### config.mk
export PLATFORM = sky130hd
export DESIGN_NAME = hco_cursor_overlay
export DESIGN_NICKNAME = d
export VERILOG_FILES = /design/src/logic/hco_pkg.sv /design/src/logic/hco_pixel_mux.sv /design/src/logic/hco_cursor_overlay.sv
export SDC_FILE = /design/constraint.sdc
export NUM_CORES = 1
export LEC_CHECK = 0
export ABC_AREA = 1
export BUFFER_PORTS_ARGS = -buffer_cell sky130_fd_sc_hd__buf_2
export CAP_MARGIN = 20
export CORE_MARGIN = 3
export CORE_UTILIZATION = 25
export DETAILED_ROUTE_END_ITERATION = 12
export PLACE_DENSITY_LB_ADDON = 0.05
export SETUP_SLACK_MARGIN = 0.5
export SYNTH_ARGS = -nofsm -noshare
export SYNTH_HDL_FRONTEND = slang
export SYNTH_HIERARCHICAL = 1
export SYNTH_SLANG_ARGS = --single-unit
### constraint.sdc
create_clock -name clk -period 8 [get_ports clk]
set_input_delay 1.6 -clock clk [delete_from_list [all_inputs] [get_ports clk]]
set_output_delay 1.6 -clock clk [all_outputs]
set_load 0.005 [all_outputs]
### src/logic/hco_pkg.sv
// Holds register offsets, field positions, reset values and codes of the cursor overlay.
// Assumes a single clock domain and the documented register port offsets.
package hco_pkg;
    localparam int REG_COUNT = 10;
    localparam logic [7:0] REG_OFS [REG_COUNT] = '{8'h84, 8'h88, 8'h8C, 8'h90, 8'h94, 8'h98, 8'h9C, 8'hA0,
        8'hA4, 8'hA8};
    localparam logic [15:0] REG_MASK [REG_COUNT] = '{16'hFFFF, 16'h3F3F, 16'h07FF, 16'h07FF, 16'hFFFF,
        16'hC0FF, 16'hFFFF, 16'h80FF, 16'hFFFF, 16'h80FF};
    localparam logic [15:0] REG_RESET = 16'h0000;
    localparam int IDX_PATTERN_BASE = 0;
    localparam int IDX_ORIGIN = 1;
    localparam int IDX_SCREEN_X = 2;
    localparam int IDX_SCREEN_Y = 3;
    localparam int IDX_PRIMARY_LOW = 4;
    localparam int IDX_PRIMARY_HIGH_CTRL = 5;
    localparam int IDX_SECONDARY_LOW = 6;
    localparam int IDX_SECONDARY_HIGH_CTRL = 7;
    localparam int IDX_AUX_LOW = 8;
    localparam int IDX_AUX_HIGH_CTRL = 9;
    localparam int ENABLE_BIT = 15;
    localparam int PITCH_BIT = 14;
    localparam int EXCHANGE_BIT = 15;
    localparam int THREE_COLOR_BIT = 15;
    localparam int ORIGIN_COL_LSB = 0;
    localparam int ORIGIN_ROW_LSB = 8;
    localparam int ORIGIN_W = 6;
    localparam int POS_W = 11;
    localparam int BASE_NARROW_LSB = 4;
    localparam int BASE_WIDE_LO_W = 5;
    localparam int BASE_WIDE_HI_LSB = 11;
    localparam int ADDR_W = 22;
    localparam int NARROW_BASE_SHIFT = 10;
    localparam int WIDE_LO_SHIFT = 6;
    localparam int WIDE_HI_SHIFT = 17;
    localparam int PITCH_NARROW_SHIFT = 4;
    localparam int PITCH_WIDE_SHIFT = 11;
    localparam int PATTERN_SIZE = 64;
    localparam int WORDS_PER_ROW = 4;
    localparam logic [1:0] LAST_WORD = 2'h3;
    localparam logic [1:0] CODE_PRIMARY = 2'h0;
    localparam logic [1:0] CODE_SECONDARY = 2'h1;
    localparam logic [1:0] CODE_TRANSPARENT = 2'h2;
    localparam logic [1:0] CODE_INVERT_AUX = 2'h3;
    localparam logic [1:0] DEPTH_8 = 2'h0;
    localparam logic [1:0] DEPTH_16 = 2'h1;
    localparam logic [1:0] DEPTH_24 = 2'h2;
endpackage

### src/logic/hco_pixel_mux.sv
// Holds the pattern code decoder that picks the cursor pixel colour.
// Assumes colours arrive already assembled to 24 bits; purely combinational.
`timescale 1ns/100ps
module hco_pixel_mux (
    // Pattern code and modes
    input wire logic [1:0] code,
    input wire logic exchange,
    input wire logic threeColor,
    input wire logic [1:0] colorMode,
    // Colours
    input wire logic [23:0] primary,
    input wire logic [23:0] secondary,
    input wire logic [23:0] auxColor,
    input wire logic [23:0] pixIn,
    // Result
    output logic [23:0] pixColor
);
    logic [23:0] depthMask;
    logic [23:0] firstColor;
    logic [23:0] secondColor;
    logic [23:0] thirdColor;
    logic [23:0] rawColor;

    assign depthMask = (colorMode == hco_pkg::DEPTH_8) ? 24'h0000FF :
                       (colorMode == hco_pkg::DEPTH_16) ? 24'h00FFFF : 24'hFFFFFF;
    assign firstColor = exchange ? secondary : primary;
    assign secondColor = exchange ? primary : secondary;
    assign thirdColor = threeColor ? auxColor : ~pixIn;

    always_comb begin
        case (code)
            hco_pkg::CODE_PRIMARY: rawColor = firstColor;
            hco_pkg::CODE_SECONDARY: rawColor = secondColor;
            hco_pkg::CODE_TRANSPARENT: rawColor = pixIn;
            hco_pkg::CODE_INVERT_AUX: rawColor = thirdColor;
            default: rawColor = pixIn;
        endcase
    end

    assign pixColor = (code == hco_pkg::CODE_TRANSPARENT) ? pixIn : (rawColor & depthMask);
endmodule // hco_pixel_mux

### src/logic/hco_cursor_overlay.sv
// Holds the cursor overlay: register file, pattern row fetch and pixel overlay.
// Assumes display timing, pixel stream and memory port share clk; inputs are synchronous.
`timescale 1ns/100ps
module hco_cursor_overlay (
    // Clock and reset
    input wire logic clk,
    input wire logic rstn,
    // Register port
    input wire logic [7:0] regAddr,
    input wire logic regWr,
    input wire logic [15:0] regWrData,
    output logic [15:0] regRdData,
    // Display timing
    input wire logic lineStart,
    input wire logic [10:0] lineY,
    input wire logic [1:0] colorMode,
    // Pixel stream
    input wire logic pixValid,
    input wire logic [10:0] pixX,
    input wire logic [23:0] pixIn,
    output logic pixOutValid,
    output logic [23:0] pixOut,
    output logic cursorHit,
    // Pattern memory read port
    output logic memReq,
    output logic [21:0] memAddr,
    input wire logic memAck,
    input wire logic [31:0] memData
);
    typedef enum logic {FETCH_IDLE, FETCH_BUSY} hco_fetch_type;

    // Register file
    logic [15:0] regs_ff [hco_pkg::REG_COUNT];
    logic [15:0] nxt_regRdData;
    logic [15:0] regRdData_ff;

    // Decoded fields
    logic cursorEnable;
    logic pitchWide;
    logic exchange;
    logic threeColor;
    logic [5:0] originCol;
    logic [5:0] originRow;
    logic [10:0] screenX;
    logic [10:0] screenY;
    logic [23:0] primaryColor;
    logic [23:0] secondaryColor;
    logic [23:0] auxColor;

    // Row fetch
    hco_fetch_type state_ff;
    hco_fetch_type nxt_state;
    logic [1:0] wordIdx_ff;
    logic [1:0] nxt_wordIdx;
    logic memReq_ff;
    logic nxt_memReq;
    logic [21:0] memAddr_ff;
    logic [21:0] nxt_memAddr;
    logic rowHit_ff;
    logic nxt_rowHit;
    logic [31:0] rowBuf_ff [hco_pkg::WORDS_PER_ROW];
    logic [12:0] topEdge;
    logic [12:0] rowRel;
    logic rowInRange;
    logic [21:0] patternBase;
    logic [21:0] rowOffset;
    logic [21:0] rowStart;
    logic startFetch;
    logic wordDone;
    logic lastWord;

    // Pixel overlay
    logic [12:0] leftEdge;
    logic [12:0] colRel;
    logic colInRange;
    logic [127:0] rowBits;
    logic [1:0] pixCode;
    logic [23:0] cursorColor;
    logic overlayHere;
    logic [23:0] nxt_pixOut;
    logic [23:0] pixOut_ff;
    logic pixOutValid_ff;
    logic cursorHit_ff;

    // Register writes; reserved bits are never stored
    genvar gi;
    generate
        for (gi = 0; gi < hco_pkg::REG_COUNT; gi++) begin : g_reg
            logic regSel;
            assign regSel = regWr && (regAddr == hco_pkg::REG_OFS[gi]);
            always_ff @(posedge clk or negedge rstn) begin
                if (!rstn) begin
                    regs_ff[gi] <= hco_pkg::REG_RESET;
                end else if (regSel) begin
                    regs_ff[gi] <= regWrData & hco_pkg::REG_MASK[gi];
                end
            end
        end
    endgenerate

    // Register read, one cycle after the address
    always_comb begin
        nxt_regRdData = 16'h0000;
        for (int i = 0; i < hco_pkg::REG_COUNT; i++) begin
            if (regAddr == hco_pkg::REG_OFS[i]) begin
                nxt_regRdData = regs_ff[i];
            end
        end
    end

    always_ff @(posedge clk or negedge rstn) begin
        if (!rstn) begin
            regRdData_ff <= 16'h0000;
        end else begin
            regRdData_ff <= nxt_regRdData;
        end
    end

    // Field decode
    assign cursorEnable = regs_ff[hco_pkg::IDX_PRIMARY_HIGH_CTRL][hco_pkg::ENABLE_BIT];
    assign pitchWide = regs_ff[hco_pkg::IDX_PRIMARY_HIGH_CTRL][hco_pkg::PITCH_BIT];
    assign exchange = regs_ff[hco_pkg::IDX_SECONDARY_HIGH_CTRL][hco_pkg::EXCHANGE_BIT];
    assign threeColor = regs_ff[hco_pkg::IDX_AUX_HIGH_CTRL][hco_pkg::THREE_COLOR_BIT];
    assign originCol = regs_ff[hco_pkg::IDX_ORIGIN][hco_pkg::ORIGIN_COL_LSB +: hco_pkg::ORIGIN_W];
    assign originRow = regs_ff[hco_pkg::IDX_ORIGIN][hco_pkg::ORIGIN_ROW_LSB +: hco_pkg::ORIGIN_W];
    assign screenX = regs_ff[hco_pkg::IDX_SCREEN_X][hco_pkg::POS_W-1:0];
    assign screenY = regs_ff[hco_pkg::IDX_SCREEN_Y][hco_pkg::POS_W-1:0];
    assign primaryColor = {regs_ff[hco_pkg::IDX_PRIMARY_HIGH_CTRL][7:0], regs_ff[hco_pkg::IDX_PRIMARY_LOW]};
    assign secondaryColor = {regs_ff[hco_pkg::IDX_SECONDARY_HIGH_CTRL][7:0],
        regs_ff[hco_pkg::IDX_SECONDARY_LOW]};
    assign auxColor = {regs_ff[hco_pkg::IDX_AUX_HIGH_CTRL][7:0], regs_ff[hco_pkg::IDX_AUX_LOW]};

    // Pattern base address by pitch
    assign patternBase = pitchWide ?
        ((22'(regs_ff[hco_pkg::IDX_PATTERN_BASE][hco_pkg::BASE_WIDE_HI_LSB +: 5]) << hco_pkg::WIDE_HI_SHIFT) |
         (22'(regs_ff[hco_pkg::IDX_PATTERN_BASE][hco_pkg::BASE_WIDE_LO_W-1:0]) << hco_pkg::WIDE_LO_SHIFT)) :
        (22'(regs_ff[hco_pkg::IDX_PATTERN_BASE][15:hco_pkg::BASE_NARROW_LSB]) << hco_pkg::NARROW_BASE_SHIFT);

    // Pattern row that falls on the coming line
    assign topEdge = {2'b00, screenY} - {7'b0000000, originRow};
    assign rowRel = {2'b00, lineY} - topEdge;
    assign rowInRange = !rowRel[12] && (rowRel[11:6] == 6'h00);
    assign rowOffset = pitchWide ? (22'(rowRel[5:0]) << hco_pkg::PITCH_WIDE_SHIFT) :
                                   (22'(rowRel[5:0]) << hco_pkg::PITCH_NARROW_SHIFT);
    assign rowStart = patternBase + rowOffset;

    assign startFetch = lineStart && cursorEnable && rowInRange;
    assign wordDone = (state_ff == FETCH_BUSY) && memAck;
    assign lastWord = wordIdx_ff == hco_pkg::LAST_WORD;

    // Fetch sequencing; a new line start drops any fetch in progress and fetches the new row only if enabled and in range
    always_comb begin
        nxt_state = state_ff;
        nxt_wordIdx = wordIdx_ff;
        nxt_memReq = memReq_ff;
        nxt_memAddr = memAddr_ff;
        nxt_rowHit = rowHit_ff;
        if (lineStart) begin
            nxt_rowHit = 1'b0;
            nxt_wordIdx = 2'h0;
            nxt_memAddr = rowStart;
            nxt_memReq = startFetch;
            nxt_state = startFetch ? FETCH_BUSY : FETCH_IDLE;
        end else begin
            case (state_ff)
                FETCH_IDLE: begin
                    nxt_memReq = 1'b0;
                end
                FETCH_BUSY: begin
                    if (memAck) begin
                        if (lastWord) begin
                            nxt_memReq = 1'b0;
                            nxt_rowHit = 1'b1;
                            nxt_state = FETCH_IDLE;
                        end else begin
                            nxt_wordIdx = wordIdx_ff + 2'h1;
                            nxt_memAddr = memAddr_ff + 22'h000004;
                        end
                    end
                end
                default: begin
                    nxt_memReq = 1'b0;
                    nxt_state = FETCH_IDLE;
                end
            endcase
        end
    end

    always_ff @(posedge clk or negedge rstn) begin
        if (!rstn) begin
            state_ff <= FETCH_IDLE;
            wordIdx_ff <= 2'h0;
            memReq_ff <= 1'b0;
            memAddr_ff <= 22'h000000;
            rowHit_ff <= 1'b0;
        end else begin
            state_ff <= nxt_state;
            wordIdx_ff <= nxt_wordIdx;
            memReq_ff <= nxt_memReq;
            memAddr_ff <= nxt_memAddr;
            rowHit_ff <= nxt_rowHit;
        end
    end

    // Row buffer, one word per entry
    generate
        for (gi = 0; gi < hco_pkg::WORDS_PER_ROW; gi++) begin : g_row
            logic wordSel;
            assign wordSel = wordDone && (wordIdx_ff == 2'(gi));
            always_ff @(posedge clk or negedge rstn) begin
                if (!rstn) begin
                    rowBuf_ff[gi] <= 32'h00000000;
                end else if (wordSel) begin
                    rowBuf_ff[gi] <= memData;
                end
            end
            assign rowBits[gi*32 +: 32] = rowBuf_ff[gi];
        end
    endgenerate

    // Pattern column under the current pixel
    assign leftEdge = {2'b00, screenX} - {7'b0000000, originCol};
    assign colRel = {2'b00, pixX} - leftEdge;
    assign colInRange = !colRel[12] && (colRel[11:6] == 6'h00);
    assign pixCode = rowBits[{colRel[5:0], 1'b0} +: 2];
    assign overlayHere = cursorEnable && rowHit_ff && colInRange;

    hco_pixel_mux u_pixel_mux (
        .code(pixCode),
        .exchange(exchange),
        .threeColor(threeColor),
        .colorMode(colorMode),
        .primary(primaryColor),
        .secondary(secondaryColor),
        .auxColor(auxColor),
        .pixIn(pixIn),
        .pixColor(cursorColor)
    );

    assign nxt_pixOut = overlayHere ? cursorColor : pixIn;

    // Output pixel stage
    always_ff @(posedge clk or negedge rstn) begin
        if (!rstn) begin
            pixOut_ff <= 24'h000000;
            pixOutValid_ff <= 1'b0;
            cursorHit_ff <= 1'b0;
        end else begin
            pixOut_ff <= nxt_pixOut;
            pixOutValid_ff <= pixValid;
            cursorHit_ff <= pixValid && overlayHere;
        end
    end

    assign regRdData = regRdData_ff;
    assign pixOut = pixOut_ff;
    assign pixOutValid = pixOutValid_ff;
    assign cursorHit = cursorHit_ff;
    assign memReq = memReq_ff;
    assign memAddr = memAddr_ff;
endmodule // hco_cursor_overlay

# == Yosys cells after proc, flatten, opt, wreduce, memory -nomap -nowiden ==
# Index checks and enable logic that the tools add are counted.
# classes
n_addsub,7
eq_ne,20
n_shift,1
muxes,41
n_bitwise,4
reduce_logical,35
# op_table
op,count
24-bit two-way mux,7
16-bit two-way mux,10
128-bit by 8-bit indexed part select with 2-bit output,1
22-bit two-way mux,5
24-bit one-hot mux with 4 select lines,1
8-bit equality test (second input constant),10
12-bit by 12-bit subtractor with 13-bit output,2
24-bit bitwise AND,1
24-bit inverter,1
11-bit by 6-bit subtractor with 12-bit output,2
22-bit by 17-bit adder with 22-bit output,1
22-bit by 3-bit adder with 22-bit output (second input constant),1
1-bit logical AND,22
22-bit by 11-bit bitwise OR with 22-bit output,1
17-bit two-way mux,1
6-bit zero test,2
1-bit two-way mux,12
2-bit equality test (second input constant),4
2-bit two-way mux,4
2-bit by 1-bit equality test with 1-bit output (second input constant),3
2-bit zero test,3
3-bit AND reduction,2
2-bit nonzero test,3
3-bit by 2-bit inequality test with 1-bit output (second input constant),1
other kinds (7),8
# word_totals
register_bits,323
input_bits,110
wordCells,131

# == Logic depth before layout (Yosys ltp) ==
# depth
word_depth,11
depth_mapped,26
mapped_depth_nobuf,26

# == By module ==
# The synthesis kept the hierarchy.
# modules_own_cells
mod,n_inst,cells_per_inst,area_per_inst_um2
hco_cursor_overlay,1,1980,16321.9
hco_pixel_mux,1,408,1734.2

# == Worst setup path after synthesis ==
# No wires, ideal clock.
# synth_timing
path_kind,input port to flip-flop
start,in pixX[0]
end,reg pixOut_ff[17] (netlist: pixOut[17])
setup_time_ns,0.066
arrival_time_ns,4.277
required_time_ns,7.934
setup_slack_ns,3.657
stages,18
n_path_buf,2
cell_sequence,inv_1 ha_1 fa_1 xnor2_1 clkbuf_1 o221ai_1 nand3_1 nand3_1 o211ai_1 nand2_1 nor2_2 buf_4 nand3_1 nand3_1 nand2_1 nand2_1 nand4_1 nand2_1
# synth_between
elab_chain_cells,7
elab_cells_between_ends,14
cone_classes,add/sub: 1; eq/ne: 3; shift: 1; mux: 3; bitwise: 1; reduce/logical: 5
# synth_lines
item,line_no,source
start: declaration,hco_cursor_overlay.sv:19,"input wire logic [10:0] pixX,"
12-bit by 12-bit subtractor with 13-bit output (*),hco_cursor_overlay.sv:223,"assign colRel = {2'b00, pixX} - leftEdge;"
128-bit by 8-bit indexed part select with 2-bit output (*),hco_cursor_overlay.sv:225,"assign pixCode = rowBits[{colRel[5:0], 1'b0} +: 2];"
net pixCode[1],hco_cursor_overlay.sv:77,logic [1:0] pixCode;
"2-bit equality test, or another cell as far along",hco_pixel_mux.sv:31,case (code)
24-bit one-hot mux with 4 select lines,hco_pixel_mux.sv:31,
24-bit bitwise AND,hco_pixel_mux.sv:40,assign pixColor = (code == hco_pkg::CODE_TRANSPARENT) ? pixIn : (rawColor & depthMask);
24-bit two-way mux (*),hco_pixel_mux.sv:40,
net cursorColor[17],hco_cursor_overlay.sv:78,logic [23:0] cursorColor;
24-bit two-way mux (*),hco_cursor_overlay.sv:240,assign nxt_pixOut = overlayHere ? cursorColor : pixIn;
net nxt_pixOut[17],hco_cursor_overlay.sv:80,logic [23:0] nxt_pixOut;
end signal: assignment,hco_cursor_overlay.sv:249,pixOut_ff <= nxt_pixOut;
end: declaration,hco_cursor_overlay.sv:81,logic [23:0] pixOut_ff;
# Mark *: on every way through the listed nets, which the timed path passes. The rest lies on a longest branch.
# A chain may end at the register's enable or synchronous reset.

# == Final worst setup path ==
# layout_timing
start,in pixX[0]
end,reg pixOut_ff[18] (netlist: pixOut[18])
# Same word-level chain as after synthesis.

==> summary.md <==
| Metric | Value |
|---|---|
| Final-report setup violation count | `0` |
| Top cell type's share of synthesized area | `44.49%` |
| Largest net degree at the start of global routing | `roughly 140` |
| Placed cell area | `roughly 20,000 um2` |
| Status | `completed` |
| Antenna Violating Nets Remaining | `0` |
| Required time of the critical path | `about 8.5 ns` |
| Final Cell Area | `21,230 um2` |
| Worst clock skew | `between 0.02 and 0.03 ns` |
| #FFs+latches synth | `321` |
| Drt first-iter violations | `~1,200` |
| Min-delay worst type | `flip-flop to flip-flop` |
| Hold slack | `between 0.4 and 0.5 ns` |
| Highest Signal Layer | `met4` |
| Postcts setup bufs | `0` |
| DRT Pass-1 Iters | `8` |
| Vias post-DR | `16,420` |
| Drt drc | `0` |
| Crit path top cell by count | `nand2_1` |
| Post-synthesis async set-or-reset flop share | `100.0%` |
| Initial antenna violation count | `3` |
| Reg clk slew, reported paths | `roughly 0.050 ns` |
| Total Die Area | `between 70,000 and 80,000 um2` |
| RSZ-0062 raised after global routing | `false` |
| I/O pin count | `175` |
| EDFF count, synth | `0` |
| Comb power frac | `about a third` |
| Rows | `97` |
| Synth Flop Type | `dfrtp_1` |
| H-tree depth | `2` |
| Delay of the slowest cell on the worst path | `~1.1 ns` |
| Seq/Total Area, Yosys | `44.49%` |
| Leakage power | `0.01019 uW` |
| Met2 WL | `slightly above 30 mm` |
| Slowest-stage cell, CP | `fa_1` |
| Clock root buffer master | `clkbuf_16` |
| GR Overflow Total | `0` |
| Final core utilization | `30.01%` |
| Yosys Warn Count | `6` |
| Dpl hpwl | `between 40 and 50 mm` |
| Slew HR | `between 20% and 30%` |
| GPL Wtd Cong | `between 0.8 and 0.9` |
| Worst-Margin Slew | `roughly 1.0 ns` |
| Syn avg cell area | `approximately 7.6 um2` |
| WL per Instance | `between 15 and 20 um` |
| Post-Syn Area | `around 18,000 um2` |
| Post-synthesis cell type count | `about 50` |
| Clk_lat worst skew | `0.58 ns` |
| P_sw | `2129 uW` |
| CTS Hold Buffers Added | `0` |
| Endpoint class of the critical path | `flip-flop` |
| Worst setup path class | `primary input to flip-flop` |
| Core area | `70,760 um2` |
| CP Cell Sequence | `buf_2 > inv_1 > ha_2 > fa_1 > buf_4 > o21ai_0 > o221ai_1 > nand3_1 > nand3_1 > o211ai_1 > nand2_1 > nand2_1 > inv_1 > nand3_1 > nand3_1 > nand2_1 > nand2_1 > nand4_1 > nand2_1` |
| Vias in the first global route | `about 16,000` |
| FMAX | `roughly 180 MHz` |
| CTS tree | `built` |
| Met1 wire length | `33.57 mm` |
| Vias per cell | `between 4 and 5` |
| Sw Share | `a little under 40%` |
| Area contributors post-synth | `dfrtp_1 44%, nand2_1 15%, o21ai_0 9.1%` |
| Top post-synthesis cells by count | `725 x nand2_1, 327 x o21ai_0, 321 x dfrtp_1` |
| Routed wire length | `just under 70 mm` |
| Post-route clock period utilization | `68.09%` |
| Met3 WL | `~2.8 mm` |
| Clock buffer depth | `3` |
| Startpoint types | `primary input` |
| Clock power share | `34.3%` |
| Die span in x | `around 270 um` |
| Setup TNS | `0 ns` |
| CTS sink cnt | `~320` |
| Proportion of layout cells with a drive suffix above 1 | `11.26%` |
| Die Span Y | `roughly 270 um` |
| Worst-path fanout max | `36` |
| Most frequent cell after synthesis | `nand2_1` |
| Sequential Power Share | `a little under a third` |
| Synthesized instance count | `2,388` |
| Pwr/cell area | `between 200 and 300 nW/um2` |
| Fin. max-slew vios | `0` |
| First-pass GRT wire length | `around 100 mm` |
| TritonCTS Buffers | `43` |
| Max_cap viols | `0` |
| Synth-to-layout area growth | `17.59%` |
| Global Route Usage Sum | `~18%` |
| Synth area leader | `dfrtp_1` |
| Maximum VDD drop | `approximately 0.18 mV` |
| Final hold violations | `0` |
| Pint | `roughly 3400 uW` |
| Initial Util | `25.52%` |
| Final nets | `2,672` |
| IO Port Bufs | `between 150 and 200` |
| Resized Gates After CTS | `0` |
| Worst Path Arrival | `roughly 6.0 ns` |
| Minimum clock period | `5.447 ns` |
==> routing by layer <==
| layer | track usage [%] | vias up |
|---|---|---|
| met5 | 0 | - |
| met4 | 3.758 | 0 |
| met3 | 2.468 | 60 |
| met2 | 28.13 | 340 |
| met1 | 26.42 | 7911 |
| li1 | - | 8105 |
==> cells by family after synthesis <==
family,share of synthesized area [%]
AOI/OAI and AO/OA,15.01
xor gates and xnor gates,2.037
adders and majority gates,3.534
buffers and inverters,8.267
DFF,44.49
muxes,1.719
other,0.02077
and+or+nand+nor,24.93
==> worst max-delay path, delay by kind of cell <==
kind / cells / cell delay (ns)
and+or+nand+nor: 10 / 1.22
AOI/OAI and AO/OA: 3 / 0.48
buffers and inverters: 4 / 1.28
adders and majority gates: 2 / 1.31
==> through the flow <==
stage / setup WS (ns) / cells / total power, uW
final: 2.553 / 3483 / 5532
after global routing: 2.110 / 3481 / 5913
after CTS: 2.546 / 3478 / 5620
after detailed placement: 1.955 / 3406 / 3671
after global placement: 1.902 / 3405 / 3631
after floorplan: 3.657 / 2389 / 3065
==> cells in the final DEF (no fill, tap or decap), types with 42 or more instances in the layout <==
| cell type | synthesis | routed |
|---|---|---|
| ha_1 | 43 | 42 |
| nand4_1 | 50 | 50 |
| dfrtp_1 | 321 | 321 |
| nand2_1 | 725 | 721 |
| o21ai_0 | 327 | 327 |
| inv_1 | 255 | 255 |
| nor2_1 | 116 | 116 |
| clkbuf_16 | 0 | 43 |
| buf_2 | 26 | 171 |
| a21oi_1 | 57 | 57 |
| nand3_1 | 155 | 155 |
==> final cells by class <==
class                           count  area, um2
Antenna cell                        2      5.005
Clock buffer                       60       1220
Clock inverter                     12      135.1
Fill cell                        7715      49530
Inverter                          263      987.2
Multi-Input combinational cell   1691       8547
Sequential cell                   321       8033
Tap cell                          940       1176
Timing Repair Buffer              194       1129
==> final timing paths <==
path | end | cells after the start | slack [ns] | from
max in group asynchronous | regs_ff[60] | 2 | 5.71 | rstn
worst max register to register | pixOut[18] | 20 | 2.57 | regs_ff[112]
worst min register to register | regs_ff[149] | 2 | 0.48 | regs_ff[149]
worst max-delay path | pixOut[18] | 19 | 2.55 | pixX[0]
worst min-delay path | regs_ff[149] | 2 | 0.48 | regs_ff[149]
min in group asynchronous | rowBits[36] | 1 | 0.95 | rstn
==> power groups by stage <==
stage          combinational (uW)  sequential, uW  clock, uW
3_3_place_gp                 1860            1770          0
6_report                     1890            1740       1900
4_1_cts                      1910            1740       1970
2_1_floorplan                1320            1750          0
5_1_grt                      2130            1750       2030
3_5_place_dp                 1900            1770          0
==> registers in the layout, summed over array words and instances, names as in the netlist, 2 cells and up <==
signal        cells
primaryColor     24
rowBits         128
regs_ff          63
originCol         6
regRdData        16
auxColor         24
originRow         6
wordIdx_ff        2
memAddr          20
pixOut           24
Power figures use the tool's default switching activity.
